`src/verilog/rsc_pkg.sv`:
```
// constants, types and the pin synchroniser for the reset / smm / clock-stop control block
// assumes a single 40 MHz sys_clk and an asynchronous active-low rst_b
//
// Functional notes
// hardware reset sets a defined state; execution starts from it after release.
// hardware reset invalidates every code and data cache entry.
// reset invalidation drops modified lines with no write-back cycles.
// flush and soft init sampled at reset fall select tristate, checker or self test.
// a system-management interrupt sets a pending latch that outlives the input.
// a pending system-management request is taken only at an instruction boundary.
// the mode-active output is asserted exactly while in system management mode.
// stop-clock assertion is a request to halt the core clock.
// stop at next instruction boundary; a pending higher-priority interrupt goes first.
// honouring a stop runs a stop-grant acknowledge cycle.
// snoop and interprocessor requests are still served while stop-clock is held.
// strap decode: 01 is 1/3, 00 is 2/5, 10 is 1/2, 11 reserved.
// both strap pins left open give the 1/2 ratio.
// the system straps only the ratio that the part is qualified for.
// the system keeps the bus clock between 33 and 66 MHz.
// strap captured while reset is held and kept until the next reset.
// stop-clock release after a grant restarts the clock and resumes execution.

`timescale 1ns/1ps

package rsc_pkg;

  // -------------------------------------------------------------------------
  // register map
  // -------------------------------------------------------------------------
  localparam int         ADDR_W        = 4;
  localparam logic [3:0] OFS_STATUS    = 4'h0;
  localparam logic [3:0] OFS_MASK      = 4'h4;
  localparam logic [3:0] OFS_STATE     = 4'h8;
  localparam int         EVT_W         = 3;
  localparam int         EVT_SMM       = 0;
  localparam int         EVT_GRANT     = 1;
  localparam int         EVT_START     = 2;
  localparam logic [2:0] STATUS_RST    = 3'h0;
  localparam logic [2:0] MASK_RST      = 3'h0;

  // -------------------------------------------------------------------------
  // synchroniser layout {strap_hi, strap_lo, stop_n, smi_n, init, flush_n, hw_reset}
  // -------------------------------------------------------------------------
  localparam int         SYNC_W        = 7;
  localparam logic [6:0] SYNC_RST      = 7'h5b;
  localparam int         CACHE_LINES   = 512;

  // -------------------------------------------------------------------------
  // types
  // -------------------------------------------------------------------------
  typedef enum logic [2:0] {
    ST_RESET   = 3'h0,
    ST_INVAL   = 3'h1,
    ST_RUN     = 3'h3,
    ST_GRANT   = 3'h2,
    ST_STOPPED = 3'h6,
    ST_SMM     = 3'h7
  } rsc_state_type;

  typedef enum logic [1:0] {
    RATIO_2_5  = 2'h0,
    RATIO_1_3  = 2'h1,
    RATIO_1_2  = 2'h2,
    RATIO_RSVD = 2'h3
  } rsc_ratio_type;

  typedef enum logic [1:0] {
    MODE_NORMAL   = 2'h0,
    MODE_TRISTATE = 2'h1,
    MODE_CHECKER  = 2'h2,
    MODE_SELFTEST = 2'h3
  } rsc_mode_type;

  localparam rsc_ratio_type RATIO_RST = RATIO_1_2;

  function automatic rsc_mode_type rsc_mode_decode(input logic flush_n, input logic init);
    rsc_mode_type m;
    m = MODE_NORMAL;
    if (!flush_n && init) m = MODE_CHECKER;
    else if (!flush_n)    m = MODE_TRISTATE;
    else if (init)        m = MODE_SELFTEST;
    return m;
  endfunction : rsc_mode_decode

endpackage : rsc_pkg

// two-flop synchroniser; stage one feeds stage two only
module rsc_sync #(
  parameter int             W       = 1,
  parameter logic [W-1:0]   RST_VAL = '0
) (
  input  wire logic         sys_clk,
  input  wire logic         rst_b,
  input  wire logic [W-1:0] d,
  output logic      [W-1:0] q
);
  logic [W-1:0] meta_r;

  always_ff @(posedge sys_clk or negedge rst_b) begin
    if (!rst_b) begin
      meta_r <= RST_VAL;
      q      <= RST_VAL;
    end else begin
      meta_r <= d;
      q      <= meta_r;
    end
  end
endmodule : rsc_sync

```
`src/verilog/rsc_top.sv`:
```
// reset, system-management and clock-stop control for the processor core
// assumes core status inputs are on sys_clk; pin inputs are asynchronous

`timescale 1ns/1ps

module rsc_top
  import rsc_pkg::*;
#(
  parameter int LINES = rsc_pkg::CACHE_LINES
) (
  input  wire logic                      sys_clk,
  input  wire logic                      rst_b,
  input  wire logic                      hw_reset,
  input  wire logic                      cache_flush_req_n,
  input  wire logic                      soft_init,
  input  wire logic                      sys_mgmt_irq_n,
  input  wire logic                      core_clock_stop_req_n,
  input  wire logic                      ratio_strap_lo,
  input  wire logic                      ratio_strap_hi,
  input  wire logic                      insn_boundary,
  input  wire logic                      higher_irq_pending,
  input  wire logic                      smm_resume,
  input  wire logic                      snoop_req,
  input  wire logic [rsc_pkg::ADDR_W-1:0] reg_addr,
  input  wire logic [31:0]               reg_wdata,
  input  wire logic                      reg_wr,
  input  wire logic                      reg_rd,
  output logic      [31:0]               reg_rdata,
  output logic                           irq,
  output logic                           sys_mgmt_active_n,
  output logic                           core_clk_en,
  output logic                           exec_start,
  output logic                           exec_resume,
  output logic                           stop_grant_cycle,
  output logic                           snoop_ack,
  output logic                           cache_inval,
  output logic      [$clog2(LINES)-1:0]  cache_inval_idx,
  output logic                           wb_suppress,
  output rsc_pkg::rsc_mode_type          reset_mode,
  output rsc_pkg::rsc_ratio_type         ratio_sel
);
  import rsc_pkg::*;

  localparam int IDX_W = $clog2(LINES);
  localparam logic [IDX_W-1:0] IDX_LAST = IDX_W'(LINES - 1);

  // -------------------------------------------------------------------------
  // pin synchronisers
  // -------------------------------------------------------------------------
  logic [SYNC_W-1:0] sync_q;
  logic hw_reset_s, flush_n_s, init_s, smi_n_s, stop_n_s, strap_lo_s, strap_hi_s;

  rsc_sync #(
    .W       (SYNC_W),
    .RST_VAL (SYNC_RST)
  ) u_sync (
    .sys_clk (sys_clk),
    .rst_b   (rst_b),
    .d       ({ratio_strap_hi, ratio_strap_lo, core_clock_stop_req_n, sys_mgmt_irq_n,
                soft_init, cache_flush_req_n, hw_reset}),
    .q       (sync_q)
  );

  assign {strap_hi_s, strap_lo_s, stop_n_s, smi_n_s, init_s, flush_n_s, hw_reset_s} = sync_q;

  // -------------------------------------------------------------------------
  // control state
  // -------------------------------------------------------------------------
  rsc_state_type  state_r,      state_nxt;
  logic [IDX_W-1:0] idx_r,      idx_nxt;
  logic           smi_pend_r,   smi_pend_nxt;
  logic           smi_prev_r,   smi_prev_nxt;
  logic           hw_prev_r,    hw_prev_nxt;
  rsc_mode_type   mode_r,       mode_nxt;
  rsc_ratio_type  ratio_r,      ratio_nxt;
  logic           smact_n_r,    smact_n_nxt;
  logic           clk_en_r,     clk_en_nxt;
  logic           start_r,      start_nxt;
  logic           resume_r,     resume_nxt;
  logic           grant_r,      grant_nxt;
  logic           snoop_r,      snoop_nxt;
  logic           inval_r,      inval_nxt;
  logic           wbsup_r,      wbsup_nxt;
  logic [EVT_W-1:0] evt_set;

  always_comb begin
    state_nxt    = state_r;
    idx_nxt      = '0;
    smi_prev_nxt = smi_n_s;
    hw_prev_nxt  = hw_reset_s;
    mode_nxt     = mode_r;
    ratio_nxt    = ratio_r;
    unique case (state_r)
      ST_RESET:   if (!hw_reset_s) state_nxt = ST_INVAL;
      ST_INVAL: begin
        idx_nxt = idx_r + IDX_W'(1);
        if (idx_r == IDX_LAST) state_nxt = ST_RUN;
      end
      ST_RUN: begin
        if (insn_boundary) begin
          if (smi_pend_r) state_nxt = ST_SMM;
          else if (higher_irq_pending) state_nxt = ST_RUN;
          else if (!stop_n_s) state_nxt = ST_GRANT;
        end
      end
      ST_GRANT:   state_nxt = ST_STOPPED;
      ST_STOPPED: if (stop_n_s) state_nxt = ST_RUN;
      ST_SMM:     if (smm_resume) state_nxt = ST_RUN;
      default:    state_nxt = ST_RESET;
    endcase
    if (hw_reset_s) begin
      state_nxt = ST_RESET;
      ratio_nxt = rsc_ratio_type'({strap_hi_s, strap_lo_s});      // see R12 see R13
    end
    if (hw_prev_r && !hw_reset_s) mode_nxt = rsc_mode_decode(flush_n_s, init_s);
    // set wins over the clear taken on smm entry
    smi_pend_nxt = (smi_pend_r && state_nxt != ST_SMM) || (smi_prev_r && !smi_n_s);
    smact_n_nxt  = (state_nxt != ST_SMM);
    clk_en_nxt   = (state_nxt != ST_STOPPED);
    start_nxt    = (state_r == ST_INVAL) && (state_nxt == ST_RUN);
    resume_nxt   = (state_r == ST_STOPPED) && (state_nxt == ST_RUN);
    grant_nxt    = (state_nxt == ST_GRANT);
    snoop_nxt    = snoop_req;
    inval_nxt    = (state_nxt == ST_INVAL);
    // writes stay blocked through reset and the whole walk: modified lines are dropped
    wbsup_nxt    = (state_nxt == ST_RESET) || (state_nxt == ST_INVAL);
    evt_set             = '0;
    evt_set[EVT_SMM]    = (state_r != ST_SMM) && (state_nxt == ST_SMM);
    evt_set[EVT_GRANT]  = grant_nxt;
    evt_set[EVT_START]  = start_nxt;
  end

  always_ff @(posedge sys_clk or negedge rst_b) begin
    if (!rst_b) begin
      state_r    <= ST_RESET;
      idx_r      <= '0;
      smi_pend_r <= 1'b0;
      smi_prev_r <= 1'b1;
      hw_prev_r  <= 1'b1;
      mode_r     <= MODE_NORMAL;
      ratio_r    <= RATIO_RST;
      smact_n_r  <= 1'b1;
      clk_en_r   <= 1'b1;
      start_r    <= 1'b0;
      resume_r   <= 1'b0;
      grant_r    <= 1'b0;
      snoop_r    <= 1'b0;
      inval_r    <= 1'b0;
      wbsup_r    <= 1'b1;
    end else begin
      state_r    <= state_nxt;
      idx_r      <= idx_nxt;
      smi_pend_r <= smi_pend_nxt;
      smi_prev_r <= smi_prev_nxt;
      hw_prev_r  <= hw_prev_nxt;
      mode_r     <= mode_nxt;
      ratio_r    <= ratio_nxt;
      smact_n_r  <= smact_n_nxt;
      clk_en_r   <= clk_en_nxt;
      start_r    <= start_nxt;
      resume_r   <= resume_nxt;
      grant_r    <= grant_nxt;
      snoop_r    <= snoop_nxt;
      inval_r    <= inval_nxt;
      wbsup_r    <= wbsup_nxt;
    end
  end

  // -------------------------------------------------------------------------
  // register slave and interrupt
  // -------------------------------------------------------------------------
  logic [EVT_W-1:0] status_r, status_nxt;
  logic [EVT_W-1:0] mask_r,   mask_nxt;
  logic [31:0]      rdata_r,  rdata_nxt;
  logic             irq_r,    irq_nxt;

  always_comb begin
    status_nxt = status_r;
    mask_nxt   = mask_r;
    rdata_nxt  = '0;
    if (reg_wr && reg_addr == OFS_STATUS) status_nxt = status_r & ~reg_wdata[EVT_W-1:0];
    if (reg_wr && reg_addr == OFS_MASK)   mask_nxt   = reg_wdata[EVT_W-1:0];
    status_nxt = status_nxt | evt_set;
    if (reg_rd) begin
      unique case (reg_addr)
        OFS_STATUS: rdata_nxt = {29'h0, status_r};
        OFS_MASK:   rdata_nxt = {29'h0, mask_r};
        OFS_STATE:  rdata_nxt = {22'h0, smi_pend_r, state_r, mode_r, ratio_r,
                                 smact_n_r, clk_en_r};
        default:    rdata_nxt = '0;
      endcase
    end
    irq_nxt = |(status_nxt & mask_nxt);
  end

  always_ff @(posedge sys_clk or negedge rst_b) begin
    if (!rst_b) begin
      status_r <= STATUS_RST;
      mask_r   <= MASK_RST;
      rdata_r  <= '0;
      irq_r    <= 1'b0;
    end else begin
      status_r <= status_nxt;
      mask_r   <= mask_nxt;
      rdata_r  <= rdata_nxt;
      irq_r    <= irq_nxt;
    end
  end

  assign reg_rdata         = rdata_r;
  assign irq               = irq_r;
  assign sys_mgmt_active_n = smact_n_r;
  assign core_clk_en       = clk_en_r;
  assign exec_start        = start_r;
  assign exec_resume       = resume_r;
  assign stop_grant_cycle  = grant_r;
  assign snoop_ack         = snoop_r;
  assign cache_inval       = inval_r;
  assign cache_inval_idx   = idx_r;
  assign wb_suppress       = wbsup_r;
  assign reset_mode        = mode_r;
  assign ratio_sel         = ratio_r;
endmodule : rsc_top

```
`config.mk`:
```
export PLATFORM = sky130hd
export DESIGN_NAME = rsc_top
export DESIGN_NICKNAME = d
export VERILOG_FILES = /design/src/verilog/rsc_pkg.sv /design/src/verilog/rsc_top.sv
export SDC_FILE = /design/constraint.sdc
export NUM_CORES = 1
export LEC_CHECK = 0
export ABC_AREA = 1
export ABC_CLOCK_PERIOD_IN_PS = 1900
export BUFFER_PORTS_ARGS = -buffer_cell sky130_fd_sc_hd__buf_2
export CAP_MARGIN = 15
export CORE_MARGIN = 3
export CORE_UTILIZATION = 44
export CTS_BUF_LIST = sky130_fd_sc_hd__clkbuf_2
export DETAILED_ROUTE_END_ITERATION = 7
export MAX_ROUTING_LAYER = met4
export PLACE_DENSITY = 0.78
export SLEW_MARGIN = 10
export SYNTH_ARGS = -nofsm -noshare
export SYNTH_HDL_FRONTEND = slang
export SYNTH_HIERARCHICAL = 1
export SYNTH_SLANG_ARGS = --single-unit
export TNS_END_PERCENT = 5
```
`constraint.sdc`:
```
create_clock -name sys_clk -period 1.9 [get_ports sys_clk]
set_input_delay 0.38 -clock sys_clk [delete_from_list [all_inputs] [get_ports sys_clk]]
set_output_delay 0.38 -clock sys_clk [all_outputs]
set_load 0.02 [all_outputs]
```
Word-level counts from Yosys, hierarchy flattened
Index checks and enable logic that the tools add are counted.
{ "word_totals": {"ff_bits": 80, "inputBits": 51, "out_inout_bits": 54, "word_cells": 76} }
{ "op_classes": {"addsub": 1, "eq_ne": 15, "muxes": 17, "bitwise_logic": 4, "n_reduce_logical": 18} }
{ "op_table": {"columns": ["op", "count"], "rows": [
  ["$mux 3", 10],
  ["$pmux 10 s3", 1],
  ["$pmux 3 s6", 1],
  ["$eq 3x2->1 const B", 4],
  ["$mux 10", 1],
  ["$add 9x1->9 const B", 1],
  ["$eq 3x3->1 const B", 3],
  ["$eq 9x9->1 const B", 1],
  ["$logic_and 1x1->1", 9],
  ["$mux 9", 1],
  ["$ne 3x3->1 const B", 3],
  ["$and 3x3->3", 2],
  ["$eq 3x1->1 const B", 2],
  ["$logic_not 3->1", 2],
  ["$mux 2", 3],
  ["$eq 4x3->1 const B", 1],
  ["$eq 4x4->1 const B", 1],
  ["$logic_not 4->1", 1],
  ["$logic_not 1->1", 3],
  ["$not 3->3", 1],
  ["$or 3x3->3", 1],
  ["$reduce_or 3->1", 1],
  ["$logic_or 1x1->1", 2]
]} }

Logic depth before layout (Yosys ltp)
Gate-level depths: netlist of the first run.
{ "depth": {"ltp_word": 11, "depth_mapped": 16, "depth_no_buf": 16} }

Cells and area by module
The synthesis of the first run kept the hierarchy.
{ "modules_own_cells": {"columns": ["mod", "n_inst", "cells_per_inst", "area_each_um2", "seq_area_each_um2"], "rows": [
  ["rsc_top", 1, 221, 2016.9, 1108.6],
  ["rsc_sync", 1, 14, 362.8, 362.8]
]} }

Least setup slack after synthesis of the first run
No wires, ideal clock.
{ "synth_path": {"path_kind": "register -> register", "from": "register idx_r[0] (netlist: cache_inval_idx[0])", "to": "register irq_r (netlist: irq)", "setup_time_ns": 0.066, "arrival_ns": 1.918, "required_time_ns": 1.834, "setup_slack_ns": -0.083, "stages_incl_launch_ff": 17, "path_buffers": 0, "period_less_slack_ns": 1.983, "cell_sequence": "dfrtp_1 ha_1 nand2_1 inv_1 nand2_1 nor2_1 nand3_1 nor2_1 ha_1 nand3_1 o21ai_2 inv_2 nor2_2 nand2_2 nand2_2 nand2_2 nand3_2"} }
{ "synth_between": {"elab_cells_between_ends": 12, "cone_classes": "4 x eq/ne; 3 x mux; 2 x bitwise; 3 x reduce/logical"} }
{ "synth_lines": {"columns": ["element", "line_no", "rtl"], "rows": [
  ["from (decl)", "rsc_top.sv:70", "logic [IDX_W-1:0] idx_r, idx_nxt;"],
  ["from (signal assigned)", "rsc_top.sv:152", "idx_r <= idx_nxt;"],
  ["$eq 9x9->1", "rsc_top.sv:97", "if (idx_r == IDX_LAST) state_nxt = ST_RUN;"],
  ["$mux 3", "rsc_top.sv:97", null],
  ["$pmux 3 s6", "rsc_top.sv:93", "unique case (state_r)"],
  ["$mux 3", "rsc_top.sv:111", "if (hw_reset_s) begin"],
  ["named net state_nxt[1]", "rsc_top.sv:69", "rsc_state_type state_r, state_nxt;"],
  ["$eq 3x2->1", "rsc_top.sv:122", "grant_nxt = (state_nxt == ST_GRANT);"],
  ["$or 3x3->3", "rsc_top.sv:183", "status_nxt = status_nxt | evt_set;"],
  ["named net status_nxt[1]", "rsc_top.sv:172", "logic [EVT_W-1:0] status_r, status_nxt;"],
  ["$and 3x3->3", "rsc_top.sv:193", "irq_nxt = |(status_nxt & mask_nxt);"],
  ["$reduce_or 3->1", "rsc_top.sv:193", null],
  ["named net irq_nxt", "rsc_top.sv:175", "logic irq_r, irq_nxt;"],
  ["to (signal assigned)", "rsc_top.sv:206", "irq_r <= irq_nxt;"],
  ["to (decl)", "rsc_top.sv:175", null]
]} }
The timed path passes the listed nets, and every way through them passes these cells.
A chain may end at the register's enable or synchronous reset.

Worst setup path after layout of the first run
{ "layout_path": {"from": "register idx_r[0] (netlist: cache_inval_idx[0])", "to": "register wbsup_r (netlist: wb_suppress)"} }
{ "layout_between": {"elab_chain_cells": 6, "elab_cells_between_ends": 7, "cone_classes": "2 x eq/ne; 3 x mux; 2 x reduce/logical"} }
{ "layout_lines": {"columns": ["element", "line_no", "rtl"], "rows": [
  ["$eq 9x9->1 (*)", "rsc_top.sv:97", null],
  ["$mux 3 (*)", "rsc_top.sv:97", null],
  ["$pmux 3 s6 (*)", "rsc_top.sv:93", null],
  ["$mux 3 (*)", "rsc_top.sv:111", null],
  ["named net state_nxt[1]", "rsc_top.sv:69", null],
  ["$eq 3x1->1 or $logic_not 3->1 (tied branches)", "rsc_top.sv:126", "wbsup_nxt = (state_nxt == ST_RESET) || (state_nxt == ST_INVAL);"],
  ["$logic_or 1x1->1 (*)", "rsc_top.sv:126", null],
  ["named net wbsup_nxt", "rsc_top.sv:83", "logic wbsup_r, wbsup_nxt;"],
  ["to (signal assigned)", "rsc_top.sv:165", "wbsup_r <= wbsup_nxt;"],
  ["to (decl)", "rsc_top.sv:83", null]
]} }
The timed path passes the listed nets; every way through them passes the cells marked *.

==> impl_metrics.tcl, run 1 <==
set metrics [dict create \
    min_period_over_period_pct 98.44 \
    synth_edf_count 0 \
    synthXorXnorAreaFrac_pct 0 \
    clk_pin_slew_ns 0.16 \
    cts_tree "done" \
    synth_cell_types 24 \
    finalSetupViolCount 0 \
    crit_required_ns 2.31 \
    die-width_um 79.55 \
    grt.overflow.total 0 \
    ant_nets 0 \
    max_freq_mhz 534.7 \
    vdd_drop_max_v 0.0003751 \
    portBuffers 53 \
    period_needed_ns 1.870 \
    yosys.area.top_type "dfrtp_1" \
    power.leakage_nw 1.597 \
    drive_gt1_share_pct 39.63 \
    diodes 0 \
    fill_cells 448 \
    clkSinkCount 58 \
    htree_num_levels 3 \
    antenna_found_initial 0 \
    cts.path.max_buffers 2 \
    synth_seq_cells 58 \
    core_area_mm2 0.005172 \
    dieArea_mm2 0.006327 \
    synth_compound_area_share_pct 5.152 \
    synth-seq-area-share_pct 61.83 \
    hold_path_class "primary input to flop" \
    drv_slew 0 \
    drc 0 \
    worstSkewPairLatency_ns 0.48 \
    syn_area_mm2 0.002380 \
    track_usage_pct 15.23 \
    fin_area_mm2 0.002990 \
    cp-endpoint "wb_suppress" \
    cts_root_buf "clkbuf_2" \
    r2r_end "wb_suppress" \
    synthArstFlopShare_pct 100.0 \
    io_pins 105 \
    cp_max_fo 5 \
    final_hold_viol_count 0 \
    synthTopCellsByCount "dfrtp_1, nand2_1, inv_1, buf_4, nor2_1" \
    drv_cap 0 \
    dieHeight_um 79.55 \
    grt_pass1_wl_um 6996 \
    post-route-util_pct 57.81 \
    r2r_setup_slack_ns 0.03 \
    wl_per_cell_um 10.95 \
    synth_top_area_share_pct 44.16 \
    finalWirelength_um 4304 \
    r2r-start "cache_inval_idx[0]" \
    start_kind "flop" \
    cts_buffers 9 \
    nets 373 \
    placed_cell_area_mm2 0.002715 \
    synth-warning-count 6 \
    muxShareOfSynthArea_pct 0.4732 \
    synth-simple-area-share_pct 17.51 \
    startpoint "cache_inval_idx[0]" \
    status "completed" \
    yosysMostFrequentCell "dfrtp_1" \
    hpwl_um 3011 \
    drt_iter0_drc 100 \
    grt_max_degree 59 \
    skew_ns 0.03047 \
    reg2regPathDepth 14 \
    synth_top_family_by_area "simple AND/OR/NAND/NOR gates" \
    end_kind "flop" \
    gp_congestion 0.8684 \
    synthAdderAreaFrac_pct 2.103 \
    drt_first_pass_iters 4 \
    placementRows 26 \
    vias_per_cell 4.389 \
    grt_pass1_vias 1582 \
    start_util_pct 46.01 \
    num_vias 1725 \
    p_total_mw 2.215 \
    synth_cells 235 \
    area_growth_pct 25.66 \
    synthTopCellsByArea "dfrtp_1, dfstp_2, buf_4, nand2_1, inv_1" \
    syn_area_per_cell_um2 10.13 \
    p_per_area_mw_per_mm2 740.6 \
    ys.flop_type "dfrtp_1" \
    arrival_ns 2.28 \
    crit_type "flop to flop" \
    rsz0062_at_grt "true" \
]
==> report_power, final <==
part / internal [mW] / total (mW) / switching, mW
clock: 0.175 / 0.649 / 0.473
sequential: 1.30 / 1.33 / 0.0304
combinational: 0.0805 / 0.237 / 0.156
==> through the flow <==
step	hold slack, ns	setup slack, ns	std cells	TNS (ns)
CTS	0.08709	-0.01661	392	-0.01661
floorplan	0.08441	0.02008	256	0
global route	0.08260	-0.09063	393	-0.2422
global placement	0.3341	0.02770	363	0
finish	0.1423	0.02972	393	0
detailed placement	0.3355	-0.01803	363	-0.01803
==> registers in the layout (all words and copies together), names as in the netlist <==
register           flops
reg_rdata             10
cache_inval_idx        9
u_sync/meta_r          7
u_sync/q               7
mask_r                 3
state_r                3
status_r               3
ratio_sel              2
reset_mode             2
cache_inval            1
core_clk_en            1
exec_resume            1
exec_start             1
hw_prev_r              1
irq                    1
smi_pend_r             1
smi_prev_r             1
snoop_ack              1
stop_grant_cycle       1
sys_mgmt_active_n      1
wb_suppress            1
==> layout make-up <==
type | count | area (um2) | share of cell area (%)
clock buffer | 9 | 45.04 | 1.506
clock inverter | 7 | 55.05 | 1.841
inverter | 34 | 127.6 | 4.268
multi-input combinational | 141 | 743.2 | 24.85
sequential | 58 | 1474 | 49.29
tap | 70 | 87.58 | 2.929
timing repair buffer | 74 | 457.9 | 15.31
==> layer usage <==
layer | track usage [%] | vias to the layer above | routed length [um] | share of wire (%)
li1 | - | 856 | - | -
met1 | 17.22 | 795 | 1739 | 40
met2 | 23.54 | 61 | 2170 | 50
met3 | 4.063 | 13 | 254 | 5.9
met4 | 10.48 | 0 | 140 | 3.3
met5 | - | - | 0 | 0
==> cell families (layout without fill, tap and decap cells) <==
| family | count (synthesis) | count (layout) |
|---|---|---|
| AND/OR/NAND/NOR | 92 | 92 |
| adder cells (fa/ha/maj) | 4 | 4 |
| multiplexers | 1 | 1 |
| AO/OA/AOI/OAI | 22 | 22 |
| flip-flops | 58 | 58 |
| other | 1 | 22 |
| buffers and inverters | 57 | 124 |
==> worst min path at each step <==
stage / startpoint / endpoint / slack [ns] / cells past startpoint
floorplan: rst_b / cache_inval / 0.08 / 0
global placement: u_sync/meta_r[2] / u_sync/q[2] / 0.33 / 0
detailed placement: u_sync/meta_r[5] / u_sync/q[5] / 0.34 / 0
CTS: reg_rd / reg_rdata[1] / 0.09 / 3
global route: reg_rd / reg_rdata[1] / 0.08 / 3
finish: reg_rd / reg_rdata[1] / 0.14 / 3
==> placed cells by master (no fill, tap or decap), types with 10 or more instances in the layout <==
| cell | instances |
|---|---|
| buf_2 | 53 |
| buf_4 | 11 |
| conb_1 | 22 |
| dfrtp_1 | 40 |
| dfstp_2 | 16 |
| inv_1 | 29 |
| nand2_1 | 39 |
| nand3_1 | 10 |
| nor2_1 | 19 |
| o21ai_0 | 12 |
==> critical path, cell delays in order, from the launching register on <==
cell and delay (ns):
dfrtp_2 0.42, ha_4 0.14, nand2_2 0.05, inv_2 0.08, nand2_4 0.05, nor2_4 0.09
nand3_2 0.07, nor2_1 0.10, ha_2 0.18, nand3_2 0.09, o21ai_4 0.10, inv_2 0.08
buf_4 0.13, buf_4 0.11, buf_4 0.12
==> timing repair <==
item | in CTS | in global routing
hold buffers | 9 | 0
gates resized for setup | 8 | 4
hold endpoints to repair | 50 | 0
cloned | 0 | 0
endpoints found under the setup margin | 2 | 9
pin swaps | 6 | 2
buffers inserted | 4 | 1
Note: power is estimated with default switching activity, not from simulation.
==> run 2, diff against run 1 <==
--- a/config.mk
+++ b/config.mk
@@ -6,15 +6,13 @@
 export NUM_CORES = 1
 export LEC_CHECK = 0
 export ABC_AREA = 1
-export ABC_CLOCK_PERIOD_IN_PS = 1900
 export BUFFER_PORTS_ARGS = -buffer_cell sky130_fd_sc_hd__buf_2
 export CAP_MARGIN = 15
 export CORE_MARGIN = 3
-export CORE_UTILIZATION = 44
+export CORE_UTILIZATION = 30
 export CTS_BUF_LIST = sky130_fd_sc_hd__clkbuf_2
 export DETAILED_ROUTE_END_ITERATION = 7
 export MAX_ROUTING_LAYER = met4
-export PLACE_DENSITY = 0.78
 export SLEW_MARGIN = 10
 export SYNTH_ARGS = -nofsm -noshare
 export SYNTH_HDL_FRONTEND = slang
==> impl_metrics.tcl, run 2 (synthesis gave the netlist of run 1 again) <==
set metrics [dict create \
    grt_pass1_wl_um 7831 \
    final_hold_viol_count 0 \
    nets 382 \
    num_vias 1729 \
    placementRows 31 \
    skew_ns 0.02069 \
    finalSetupViolCount 0 \
    vdd_drop_max_v 0.0003760 \
    fill_cells 747 \
    p_per_area_mw_per_mm2 773.4 \
    cp_max_fo 5 \
    mostFrequentLayoutCells "buf_2, dfrtp_1, nand2_1" \
    rsz0062_at_grt "true" \
    start_kind "flop" \
    setup_slack_ns 0.02226 \
    r2r_setup_slack_ns 0.02 \
    min_period_over_period_pct 98.83 \
    drc 0 \
    htree_num_levels 3 \
    max_freq_mhz 532.6 \
    clk_pin_slew_ns 0.16 \
    fin_area_mm2 0.003141 \
    grt_max_degree 41 \
    portBuffers 53 \
    drv_cap 0 \
    cp_cell_sequence "ha_4 > nand2_2 > inv_2 > nand2_4 > nor2_4 > nand3_2 > nor2_2 > ha_2 > nand3_2 > o21ai_4 > inv_2 > nor2_4 > nand2_2 > nand2_2 > nand2_2 > nand3_2" \
    grt_pass1_vias 1760 \
    dieArea_mm2 0.009037 \
    dp_cells 394 \
    start_util_pct 31.79 \
    core_area_mm2 0.007486 \
    worstSkewPairLatency_ns 0.44 \
    critPathSlowestCell "dfrtp_2" \
    area_growth_pct 31.97 \
    io_pins 105 \
    hold_path_depth 3 \
    post-route-util_pct 41.95 \
    ant_nets 0 \
    die-width_um 95.07 \
    cts.path.max_buffers 2 \
    finalSetupTns_ns 0 \
    wl_per_cell_um 10.91 \
    status "completed" \
    drv_slew 0 \
    dieHeight_um 95.07 \
    gp_congestion 0.8299 \
    holdWs_ns 0.1595 \
    multi_input_area_um2 748.2 \
    r2r_end "irq" \
    reg2regPathDepth 16 \
    fin_cells 432 \
    antenna_found_initial 1 \
    end_kind "flop" \
    grt.overflow.total 0 \
    hpwl_um 3434 \
    drt_first_pass_iters 4 \
    cpPeakStageDelay_ns 0.42 \
    finalWirelength_um 4715 \
    place_ws_ns -0.08726 \
    drt_iter0_drc 93 \
    clkSinkCount 58 \
    largest_reg_flops 10 \
    cts_root_buf "clkbuf_2" \
    crit_required_ns 2.29 \
    p_total_mw 2.429 \
    hold_path_class "primary input to flop" \
    hp-start "reg_rd" \
    period_needed_ns 1.878 \
    vias_per_cell 4.002 \
    cpMostUsedCell "nand2_2" \
    crit_type "flop to flop" \
    cts_buffers 9 \
    power.leakage_nw 1.671 \
    placed_cell_area_mm2 0.002766 \
    drive_gt1_share_pct 42.17 \
    cts_tree "done" \
    arrival_ns 2.27 \
    r2r-start "cache_inval_idx[1]" \
    whs_endpoint "reg_rdata[1]" \
    track_usage_pct 11.85 \
    register_area_mm2 0.001474 \
    layout_commonest_cell "buf_2" \
]
-- run 2: cell count changes in the layout (fill, tap and decap cells not counted), moves of 2 or more --
cell	change
buf_6	+2
nor2_1	-3
clkinv_2	+2
nor2_2	+3
bufinv_16	+2
clkinvlp_4	-4
buf_4	+7
-- run 2: critical path, delay by kind of cell, from the launching register on --
| kind | cells | cell delay (ns) |
|---|---|---|
| and+or+nand+nor | 11 | 0.86 |
| adders and majority gates | 2 | 0.32 |
| AOI/OAI and AO/OA | 1 | 0.11 |
| DFF | 1 | 0.42 |
| buffers and inverters | 2 | 0.14 |
-- run 2: timing repair --
action                                  CTS  global route
endpoints found under the setup margin    4            11
cloned                                    0             0
gates resized for setup                   9             9
hold endpoints to repair                 20             0
pin swaps                                 7             6
hold buffers                              9             0
buffers inserted                         12             1
-- run 2: how the worst max path moves through the flow --
stage                       startpoint   to  slack (ns)  depth (start not counted)
finish              cache_inval_idx[1]  irq        0.02                         16
global route        cache_inval_idx[1]  irq       -0.12                         14
CTS                 cache_inval_idx[0]  irq       -0.01                         16
detailed placement  cache_inval_idx[1]  irq       -0.09                         16
global placement    cache_inval_idx[1]  irq       -0.06                         16
floorplan           cache_inval_idx[0]  irq        0.02                         16
-- run 2: where the power goes --
group	leakage (nW)	internal [mW]	total, mW	switching (mW)
clock network	0.0793	0.433	0.859	0.426
logic	0.873	0.0823	0.241	0.159
registers	0.719	1.30	1.33	0.0299
total	1.67	1.81	2.43	0.615
-- run 2: area by class of cell --
class | instances | area share [%]
flip-flops and latches | 58 | 46.93
clock buffers | 10 | 1.594
diodes | 1 | 0.07968
clock inverters | 6 | 2.590
multi-input cells | 141 | 23.82
inverters | 34 | 4.064
repair buffers | 83 | 16.97
well taps | 99 | 3.944
-- run 2: routing by layer --
| metal | part of all wire (%) | vias up | wire [um] | global-route usage [%] |
|---|---|---|---|---|
| met1 | 45 | 794 | 2115 | 13.67 |
| met4 | 0.87 | 0 | 41 | 3.966 |
| li1 | - | 872 | - | - |
| met5 | 0 | - | 0 | - |
| met3 | 8.2 | 4 | 388 | 5.525 |
| met2 | 46 | 59 | 2170 | 18.25 |
